$ cat src/hdl/dme_pkg.sv
// Constants and types shared by the DSP multiply-accumulate engine
package dme_pkg;

    // APB register offsets (byte addresses)
    localparam logic [7:0]  OFS_CORE       = 8'h00;
    localparam logic [7:0]  OFS_TRAP       = 8'h04;
    localparam logic [7:0]  OFS_STATUS     = 8'h08;
    localparam logic [7:0]  OFS_ACCA_LO    = 8'h0c;
    localparam logic [7:0]  OFS_ACCA_HI    = 8'h10;
    localparam logic [7:0]  OFS_ACCB_LO    = 8'h14;
    localparam logic [7:0]  OFS_ACCB_HI    = 8'h18;

    // core_control_reg field positions
    localparam int          BIT_IF         = 0;
    localparam int          BIT_RND        = 1;
    localparam int          BIT_ACCSEL     = 4;
    localparam int          BIT_WRITE_CLAMP_ENABLE      = 5;
    localparam int          BIT_ACC_B_CLAMP_ENABLE       = 6;
    localparam int          BIT_ACC_A_CLAMP_ENABLE       = 7;
    localparam int          BIT_US         = 12;

    // trap_control_reg field positions
    localparam int          BIT_ACC_A_OVERFLOW_TRAP_ENABLE      = 0;
    localparam int          BIT_ACC_B_OVERFLOW_TRAP_ENABLE      = 1;
    localparam int          BIT_CATASTROPHIC_TRAP_ENABLE      = 2;

    // Status register field positions
    localparam int          BIT_GA         = 0;
    localparam int          BIT_GB         = 1;
    localparam int          BIT_SA         = 2;
    localparam int          BIT_SB         = 3;
    localparam int          BIT_GAB        = 4;
    localparam int          BIT_SAB        = 5;

    // Reset values and write masks
    localparam logic [15:0] CORE_RST       = 16'h0020;
    localparam logic [15:0] CORE_MASK      = 16'h10f3;
    localparam logic [2:0]  TRAP_RST       = 3'h0;

    // Saturation, rounding and pointer step constants
    localparam logic [39:0] SAT40_POS      = 40'h7fffffffff;
    localparam logic [39:0] SAT40_NEG      = 40'h8000000000;
    localparam logic [39:0] SAT32_POS      = 40'h007fffffff;
    localparam logic [39:0] SAT32_NEG      = 40'h0080000000;
    localparam logic [15:0] ROUND_HALF     = 16'h8000;
    localparam logic [15:0] WR_POS         = 16'h7fff;
    localparam logic [15:0] WR_NEG         = 16'h8000;
    localparam logic [15:0] PTR_STEP       = 16'h0002;

    // Instruction codes presented by the decoder
    typedef enum logic [3:0] {
        OP_NONE = 4'h0,
        OP_MAC  = 4'h1,
        OP_MSC  = 4'h2,
        OP_MPY  = 4'h3,
        OP_MPYN = 4'h4,
        OP_ED   = 4'h5,
        OP_EUCLID_DISTANCE_ACCUM = 4'h6,
        OP_ADD  = 4'h7,
        OP_LAC  = 4'h8,
        OP_CLR  = 4'h9,
        OP_SAC  = 4'ha,
        OP_SACR = 4'hb,
        OP_MUL  = 4'hc
    } dme_op_t;

    // Write-back destinations
    typedef enum logic [1:0] {
        WB_NONE = 2'h0,
        WB_REG  = 2'h1,
        WB_MEM  = 2'h2
    } dme_wb_t;

endpackage

$ cat src/hdl/dme_rnd_if.sv
// Signals between the engine and its round and write-saturation logic
`timescale 1ns/1ps
interface dme_rnd_if;
    logic [39:0] acc;
    logic        do_round;
    logic        conv_sel;
    logic        clamp_en;
    logic [15:0] word;

    modport user    (output acc, output do_round, output conv_sel,
                     output clamp_en, input word);
    modport rounder (input acc, input do_round, input conv_sel,
                     input clamp_en, output word);
endinterface

$ cat src/hdl/dme_engine.sv
// DSP multiply-accumulate engine with APB control and status registers
//
// The APB interface to the registers and the address map were decided locally.
`timescale 1ns/1ps
module dme_engine
    import dme_pkg::*;
#(
    parameter int DATA_W = 16
)
(
    // Clock and reset
    input  wire logic        pclk,
    input  wire logic        presetn,
    // APB slave
    input  wire logic [7:0]  paddr,
    input  wire logic        psel,
    input  wire logic        penable,
    input  wire logic        pwrite,
    input  wire logic [31:0] pwdata,
    output logic             pready,
    output logic [31:0]      prdata,
    output logic             pslverr,
    // Instruction and operands from the decoder
    input  wire logic        op_valid,
    input  wire dme_op_t     op_code,
    input  wire logic        acc_sel,
    input  wire dme_wb_t     wb_mode,
    input  wire logic [15:0] x_data,
    input  wire logic [15:0] y_data,
    input  wire logic        shift_use,
    input  wire logic [39:0] shift_data,
    input  wire logic [15:0] store_addr,
    input  wire logic [15:0] wb_ptr,
    input  wire logic        mul_word,
    input  wire logic        mul_x_signed,
    input  wire logic        mul_y_signed,
    // MCU multiply result
    output logic             mul_valid,
    output logic [31:0]      mul_result,
    // Write-back of the other accumulator to a working register
    output logic             wreg_write,
    output logic [15:0]      wreg_data,
    // Data space write over the X bus
    output logic             mem_write,
    output logic [15:0]      mem_addr,
    output logic [15:0]      mem_data,
    // Pointer post-increment
    output logic             ptr_write,
    output logic [15:0]      ptr_data,
    // Status and trap
    output logic             acc_a_guard_overflow,
    output logic             acc_b_guard_overflow,
    output logic             acc_a_clamp_sticky,
    output logic             acc_b_clamp_sticky,
    output logic             either_guard_overflow,
    output logic             either_clamp_sticky,
    output logic             trap_request
);

    if (DATA_W != 16) begin : g_bad_width
        $error("dme_engine: DATA_W must be 16");
    end

    typedef struct packed {
        logic [39:0] acc_a;
        logic [39:0] acc_b;
        logic        ga;
        logic        gb;
        logic        sa;
        logic        sb;
        logic [15:0] core;
        logic [2:0]  trap;
        logic [31:0] rdata;
        logic        mul_vld;
        logic [31:0] mul_res;
        logic        wreg_wr;
        logic [15:0] wreg_d;
        logic        mem_wr;
        logic [15:0] mem_a;
        logic [15:0] mem_d;
        logic        ptr_wr;
        logic [15:0] ptr_d;
        logic        trap_req;
    } dme_state_t;

    dme_state_t s_reg;
    dme_state_t s_next;

    dme_rnd_if rif ();

    dme_round u_round (
        .rb (rif.rounder)
    );

    // Operand widening for the 17x17 multiplier
    function automatic logic signed [16:0] ext17(input logic [15:0] d,
                                                 input logic        uns);
        ext17 = uns ? {1'b0, d} : {d[15], d};
    endfunction

    // Mapped register test
    function automatic logic reg_hit(input logic [7:0] a);
        if (a == OFS_CORE) begin
            reg_hit = 1'b1;
        end else if (a == OFS_TRAP) begin
            reg_hit = 1'b1;
        end else if (a == OFS_STATUS) begin
            reg_hit = 1'b1;
        end else if (a == OFS_ACCA_LO || a == OFS_ACCA_HI) begin
            reg_hit = 1'b1;
        end else if (a == OFS_ACCB_LO || a == OFS_ACCB_HI) begin
            reg_hit = 1'b1;
        end else begin
            reg_hit = 1'b0;
        end
    endfunction

    // Read data multiplexer
    function automatic logic [31:0] reg_read(input logic [7:0] a,
                                             input dme_state_t s);
        if (a == OFS_CORE) begin
            reg_read = {16'h0, s.core};
        end else if (a == OFS_TRAP) begin
            reg_read = {29'h0, s.trap};
        end else if (a == OFS_STATUS) begin
            reg_read = {26'h0, s.sa | s.sb, s.ga | s.gb,
                        s.sb, s.sa, s.gb, s.ga};
        end else if (a == OFS_ACCA_LO) begin
            reg_read = s.acc_a[31:0];
        end else if (a == OFS_ACCA_HI) begin
            reg_read = {24'h0, s.acc_a[39:32]};
        end else if (a == OFS_ACCB_LO) begin
            reg_read = s.acc_b[31:0];
        end else if (a == OFS_ACCB_HI) begin
            reg_read = {24'h0, s.acc_b[39:32]};
        end else begin
            reg_read = 32'h0;
        end
    endfunction

    // Control bits
    logic        us_sel;
    logic        int_mode;
    logic        sat_a;
    logic        sat_b;
    logic        super_sel;
    assign us_sel    = s_reg.core[BIT_US];
    assign int_mode  = s_reg.core[BIT_IF];
    assign sat_a     = s_reg.core[BIT_ACC_A_CLAMP_ENABLE];
    assign sat_b     = s_reg.core[BIT_ACC_B_CLAMP_ENABLE];
    assign super_sel = s_reg.core[BIT_ACCSEL];

    // Instruction classes
    logic        is_ed;
    logic        is_mul;
    logic        is_load;
    logic        is_sac;
    logic        is_wbk;
    logic        is_add_op;
    logic        zero_src;
    logic        sub;
    assign is_ed     = op_code == OP_ED || op_code == OP_EUCLID_DISTANCE_ACCUM;
    assign is_mul    = op_code == OP_MUL;
    assign is_load   = op_code == OP_ADD || op_code == OP_LAC;
    assign is_sac    = op_code == OP_SAC || op_code == OP_SACR;
    assign is_wbk    = op_code == OP_MAC || op_code == OP_MSC ||
                       op_code == OP_CLR;
    assign is_add_op = op_code inside {OP_MAC, OP_MSC, OP_MPY, OP_MPYN,
                                       OP_ED, OP_EUCLID_DISTANCE_ACCUM, OP_ADD, OP_LAC,
                                       OP_CLR};
    assign zero_src  = op_code inside {OP_MPY, OP_MPYN, OP_ED, OP_LAC,
                                       OP_CLR};
    assign sub       = op_code == OP_MSC || op_code == OP_MPYN;

    // Multiplier and scaler
    logic [15:0]        diff;
    logic [15:0]        mx;
    logic [15:0]        my;
    logic               x_uns;
    logic               y_uns;
    logic signed [16:0] ex;
    logic signed [16:0] ey;
    logic signed [33:0] prod;
    logic [32:0]        p33;
    logic [32:0]        scaled;
    logic [39:0]        p40;
    assign diff   = x_data - y_data;
    assign mx     = is_ed ? diff :
                    (is_mul & ~mul_word) ? {8'h00, x_data[7:0]} : x_data;
    assign my     = is_ed ? diff :
                    (is_mul & ~mul_word) ? {8'h00, y_data[7:0]} : y_data;
    assign x_uns  = is_mul ? (~mul_x_signed | ~mul_word) : (us_sel & ~is_ed);
    assign y_uns  = is_mul ? (~mul_y_signed | ~mul_word) : (us_sel & ~is_ed);
    assign ex     = ext17(mx, x_uns);
    assign ey     = ext17(my, y_uns);
    assign prod   = ex * ey;
    assign p33    = prod[32:0];
    assign scaled = int_mode ? p33 : {p33[31:0], 1'b0};
    assign p40    = {{7{scaled[32]}}, scaled};

    // Accumulator adder/subtracter
    logic [39:0] tgt;
    logic [39:0] other;
    logic [39:0] src;
    logic [39:0] ld;
    logic [39:0] opnd;
    logic [39:0] bin;
    logic [39:0] sum;
    assign tgt   = acc_sel ? s_reg.acc_b : s_reg.acc_a;
    assign other = acc_sel ? s_reg.acc_a : s_reg.acc_b;
    assign src   = zero_src ? 40'h0 : tgt;
    assign ld    = shift_use ? shift_data
                             : {{8{x_data[15]}}, x_data, 16'h0};
    assign opnd  = is_load ? ld : (op_code == OP_CLR) ? 40'h0 : p40;
    assign bin   = sub ? ~opnd : opnd;
    assign sum   = src + bin + {39'h0, sub};

    // Overflow detection and saturation
    logic        sat_en;
    logic        ovf39;
    logic        ovf31;
    logic        sign_neg;
    logic        do_sat40;
    logic        do_sat32;
    logic [39:0] res;
    logic        sticky_set;
    logic        guard;
    assign sat_en     = acc_sel ? sat_b : sat_a;
    assign ovf39      = (src[39] == bin[39]) && (sum[39] != src[39]);
    assign ovf31      = ~((&sum[39:31]) | ~(|sum[39:31]));
    assign sign_neg   = ovf39 ? src[39] : sum[39];
    assign do_sat40   = sat_en & super_sel & ovf39;
    assign do_sat32   = sat_en & ~super_sel & (ovf39 | ovf31);
    assign res        = do_sat40 ? (sign_neg ? SAT40_NEG : SAT40_POS) :
                        do_sat32 ? (sign_neg ? SAT32_NEG : SAT32_POS) :
                        sum;
    assign sticky_set = do_sat40 | do_sat32 | (~sat_en & ovf39);
    assign guard      = ~(sat_en & ~super_sel) &
                        ~((&res[39:32]) | ~(|res[39:32]));

    // Round and write saturation inputs
    assign rif.acc      = is_sac ? tgt : other;
    assign rif.do_round = op_code != OP_SAC;
    assign rif.conv_sel = s_reg.core[BIT_RND];
    assign rif.clamp_en = s_reg.core[BIT_WRITE_CLAMP_ENABLE];

    // APB strobes
    logic apb_wr;
    logic clr_a;
    logic clr_b;
    assign apb_wr = psel & penable & pwrite;
    assign clr_a  = apb_wr && paddr == OFS_STATUS && pwdata[BIT_SA];
    assign clr_b  = apb_wr && paddr == OFS_STATUS && pwdata[BIT_SB];

    always_comb begin
        s_next         = s_reg;
        s_next.mul_vld = 1'b0;
        s_next.wreg_wr = 1'b0;
        s_next.mem_wr  = 1'b0;
        s_next.ptr_wr  = 1'b0;
        if (psel & ~penable) begin
            s_next.rdata = reg_read(paddr, s_reg);
        end
        if (apb_wr) begin
            if (paddr == OFS_CORE) begin
                s_next.core = pwdata[15:0] & CORE_MASK;
            end else if (paddr == OFS_TRAP) begin
                s_next.trap = pwdata[2:0];
            end
        end
        // Sticky flags: software clears, a same-cycle set wins
        s_next.sa = s_reg.sa & ~clr_a;
        s_next.sb = s_reg.sb & ~clr_b;
        if (op_valid & is_add_op) begin
            if (acc_sel) begin
                s_next.acc_b = res;
                s_next.gb    = guard;
                s_next.sb    = s_next.sb | sticky_set;
            end else begin
                s_next.acc_a = res;
                s_next.ga    = guard;
                s_next.sa    = s_next.sa | sticky_set;
            end
        end
        if (op_valid & is_wbk) begin
            if (wb_mode == WB_REG) begin
                s_next.wreg_wr = 1'b1;
                s_next.wreg_d  = rif.word;
            end else if (wb_mode == WB_MEM) begin
                s_next.mem_wr  = 1'b1;
                s_next.mem_a   = wb_ptr;
                s_next.mem_d   = rif.word;
                s_next.ptr_wr  = 1'b1;
                s_next.ptr_d   = wb_ptr + PTR_STEP;
            end
        end
        if (op_valid & is_sac) begin
            s_next.mem_wr = 1'b1;
            s_next.mem_a  = store_addr;
            s_next.mem_d  = rif.word;
        end
        if (op_valid & is_mul) begin
            s_next.mul_vld = 1'b1;
            s_next.mul_res = mul_word ? prod[31:0]
                                      : {16'h0, prod[15:0]};
        end
        // Trap request from the flags as they will stand after this cycle
        s_next.trap_req =
            (s_next.ga & s_reg.trap[BIT_ACC_A_OVERFLOW_TRAP_ENABLE]) |
            (s_next.gb & s_reg.trap[BIT_ACC_B_OVERFLOW_TRAP_ENABLE]) |
            (s_reg.trap[BIT_CATASTROPHIC_TRAP_ENABLE] &
             ((s_next.sa & ~sat_a) | (s_next.sb & ~sat_b)));
    end

    always_ff @(posedge pclk or negedge presetn) begin
        if (!presetn) begin
            s_reg <= '{core: CORE_RST, trap: TRAP_RST, default: '0};
        end else begin
            s_reg <= s_next;
        end
    end

    // APB answers without wait states
    assign pready  = 1'b1;
    assign prdata  = s_reg.rdata;
    assign pslverr = psel & penable & ~reg_hit(paddr);

    // Outputs
    assign mul_valid             = s_reg.mul_vld;
    assign mul_result            = s_reg.mul_res;
    assign wreg_write            = s_reg.wreg_wr;
    assign wreg_data             = s_reg.wreg_d;
    assign mem_write             = s_reg.mem_wr;
    assign mem_addr              = s_reg.mem_a;
    assign mem_data              = s_reg.mem_d;
    assign ptr_write             = s_reg.ptr_wr;
    assign ptr_data              = s_reg.ptr_d;
    assign acc_a_guard_overflow  = s_reg.ga;
    assign acc_b_guard_overflow  = s_reg.gb;
    assign acc_a_clamp_sticky    = s_reg.sa;
    assign acc_b_clamp_sticky    = s_reg.sb;
    assign either_guard_overflow = s_reg.ga | s_reg.gb;
    assign either_clamp_sticky   = s_reg.sa | s_reg.sb;
    assign trap_request          = s_reg.trap_req;

endmodule

$ cat src/hdl/dme_round.sv
// Round logic and data write saturation for accumulator stores
`timescale 1ns/1ps
module dme_round
    import dme_pkg::*;
(
    // Accumulator in, 1.15 word out
    dme_rnd_if.rounder rb
);
    logic [15:0] lo;
    logic        half;
    logic        inc;
    logic [24:0] full;
    logic        pos_ovf;
    logic        neg_ovf;

    assign lo      = rb.acc[15:0];
    assign half    = lo == ROUND_HALF;
    // Conventional on upper half, convergent ties on bit 16
    assign inc     = rb.do_round & lo[15] &
                     (rb.conv_sel | ~half | rb.acc[16]);
    assign full    = {rb.acc[39], rb.acc[39:16]} + {24'h0, inc};
    // Sign taken from bit 39 of the source
    assign pos_ovf = ~rb.acc[39] & (|full[24:15]);
    assign neg_ovf = rb.acc[39] & full[24] & ~(&full[23:15]);
    assign rb.word = (rb.clamp_en & pos_ovf) ? WR_POS :
                     (rb.clamp_en & neg_ovf) ? WR_NEG :
                     full[15:0];
endmodule

$ cat config.mk
export PLATFORM = sky130hd
export DESIGN_NAME = dme_engine
export DESIGN_NICKNAME = d
export VERILOG_FILES = /design/src/hdl/dme_pkg.sv /design/src/hdl/dme_rnd_if.sv /design/src/hdl/dme_engine.sv /design/src/hdl/dme_round.sv
export SDC_FILE = /design/constraint.sdc
export NUM_CORES = 2
export LEC_CHECK = 0
export BUFFER_PORTS_ARGS = -buffer_cell sky130_fd_sc_hd__buf_4
export CORE_MARGIN = 2
export CORE_UTILIZATION = 40
export DETAILED_ROUTE_END_ITERATION = 8
export SYNTH_ARGS = -nofsm -noshare
export SYNTH_HDL_FRONTEND = slang
export SYNTH_SLANG_ARGS = --single-unit
$ cat constraint.sdc
create_clock -name pclk -period 11.4 [get_ports pclk]
set_clock_uncertainty 0.1 [all_clocks]
set_input_delay 2.28 -clock pclk [delete_from_list [all_inputs] [get_ports pclk]]
set_output_delay 2.28 -clock pclk [all_outputs]
set_load 0.02 [all_outputs]
==> metrics <==
num ports=302; crit path DAT=13,840 ps; GRT met1 Usage=36.9%; Max Fclk=0.0740 GHz; worst setup path endpoint=s_reg[212]; syn nets=3,854; first-pass GRT wire length=154,000 um; DP Wirelength=81,700 um; vias in the first global route=26,800; Netlist cell types=104; WS Path Type=input pin to flop; Root Driver=clkbuf_16; commonest non-fill, non-tap cells in the layout=buf_4 (881), nand2_1 (375), nor2_1 (352); Iter 0 DRT Violations=2,083; Detailed Route WL=99,200 um; yosys warns=0; setup slack, reg-to-reg=410 ps; capturing point of the worst reg2reg path=s_reg[212]; drt drc=0; vias post-DR=26,100; Clock Path Buffers=3; fin. max-slew vios=0; Worst-path clk slew=60 ps; die height=269 um; Top Usage Layer GRT=met2; routability cong.=0.951; status=finished, violations left; Final setup viols=85; Yosys reg bits=227; Slew HR=30.9%; failing checks=negative setup slack; drt wl/cell=20.3 um; Worst Setup Start Kind=input pin; initial antenna violation count=1; origin of the critical flop-to-flop path=s_reg[148]; Hold-fix buffers, CTS=0; largest net degree at the start of global routing=81; Congestion Overflow GR=0; WHS Path Cells=2; most common cell after layout, fill and taps aside=buf_4; Cell Area, Synth=0.0282 sq mm; Worst Hold Class=flop to flop; GRT Total Usage=27.0%; max reg flops=87; Critical Path End Type=flop; ANT nets after route=0; P&R area growth vs syn=32.2%; post-route setup slack=-2110 ps; Hold Violations, Final=0; worst reg-to-reg path cell count=44; RSZ-0062 raised after global routing=yes; CP required=11,730 ps; Post-synth ARST share=100%; vias per cell=5.33; fin crit period=13,510 ps; Syn Area/Cell=8.64 sq um; max_cap viols=0; Pre-antenna DRT Iters=6; Slowest-stage cell, CP=fa_2; initial core utilization=40.3%; worst stage delay on the critical path=610 ps; crit-path max FO=7; routing usage on met3=4.20%; Place WS=-2920 ps; Most common cell on crit path=fa_1; Primary FF master, synth=dfrtp_1; crit path from=y_data[6]; Slew @ Worst Pin=1030 ps; core area=0.0699 sq mm; grt met2 use=43.7%; Synth Instances=3,260; FP Rows=97; H-tree depth=1; CTS buffer count=25; clk sinks=227; layout cells sized above 1=32.3%; Worst-Skew Late Latency=560 ps; Total Nets Final=4,529; full die area=0.0726 sq mm; Post-synth EDFFs=0; sequential fraction of the synthesis area=20.2%; period utilization=119%; IO Port Bufs=277; CTS tree=built; die width=269 um
[layout make-up]
cell class,instances,area (sq um)
diodes,1,2.50
inverters,324,1230
repair buffers,923,7240
fillers,6549,32700
flip-flops and latches,227,5680
clock inverters,15,184
clock buffers,30,684
well taps,940,1180
multi-input cells,2434,21000
[worst min path at each step]
stage	from	end	slack, ps
5_1_grt	mul_result[1]	mul_result[1]	400
3_5_place_dp	ptr_data[0]	ptr_data[0]	370
6_report	mul_result[11]	mul_result[11]	370
2_1_floorplan	ptr_data[2]	ptr_data[2]	350
4_1_cts	ptr_data[0]	ptr_data[0]	380
3_3_place_gp	ptr_data[0]	ptr_data[0]	360
[metal layers]
metal / part of all wire [%] / wire [um] / vias to the layer above
met5: 0 / 0 / -
met4: 3.8 / 3750 / 0
met3: 7.7 / 7670 / 185
met2: 45 / 45000 / 945
met1: 43 / 42900 / 12800
li1: - / - / 12200
[worst max-delay path: cells and delay by family]
family	cells	cell delay, ps
xor+xnor	4	700
mux	3	660
simple gates	12	2100
buf+inv	10	980
fa+ha+maj	9	3870
compound gates	19	3230
[kinds of logic after synthesis]
group	after synthesis	synth area share, %
buffers and inverters	599	9.94
and+or+nand+nor	999	15.4
xor gates and xnor gates	155	5.02
DFF	227	20.2
muxes	180	6.72
other	1	0.0133
adders and majority gates	433	27.0
AOI/OAI and AO/OA	666	15.7
[cell usage after synthesis (all sizes together), types with 24 or more instances]
library cell / number / area (sq um)
xnor2: 112 / 1010
a31oi: 44 / 290
dfrtp: 226 / 5660
nor2: 365 / 1370
mux2i: 110 / 1100
clkbuf: 111 / 417
buf: 164 / 1170
mux2: 70 / 792
ha: 141 / 1760
a21oi: 203 / 1030
nand2: 392 / 1470
xor2: 42 / 375
inv: 321 / 1200
a22oi: 43 / 323
nand2b: 25 / 156
fa: 292 / 5850
nor3: 24 / 125
nand3: 63 / 320
a211oi: 32 / 260
a21o: 52 / 390
o21ai: 135 / 743
[metrics by stage]
step / hold slack [ps] / TNS [ps] / area, sq um / utilization (%) / std cells
after global placement: 361 / -228110 / 34900 / 49.9 / 4800
final: 374 / -165840 / 37200 / 53.3 / 4894
after global routing: 396 / -221140 / 37200 / 53.3 / 4893
after CTS: 381 / -152560 / 36800 / 52.7 / 4885
after detailed placement: 366 / -237710 / 34900 / 49.9 / 4800
after floorplan: 347 / -164720 / 28600 / - / 3260
[timing repair]
item,in CTS,in global routing
resized for setup,166,85
setup buffers,39,13
cloned,3,0
pin swaps,83,71
endpoints found under the setup margin,85,85
Power is left out: the tool's default activity adds up to more than one toggle a clock period on the data nets, which glitch-free logic cannot reach.
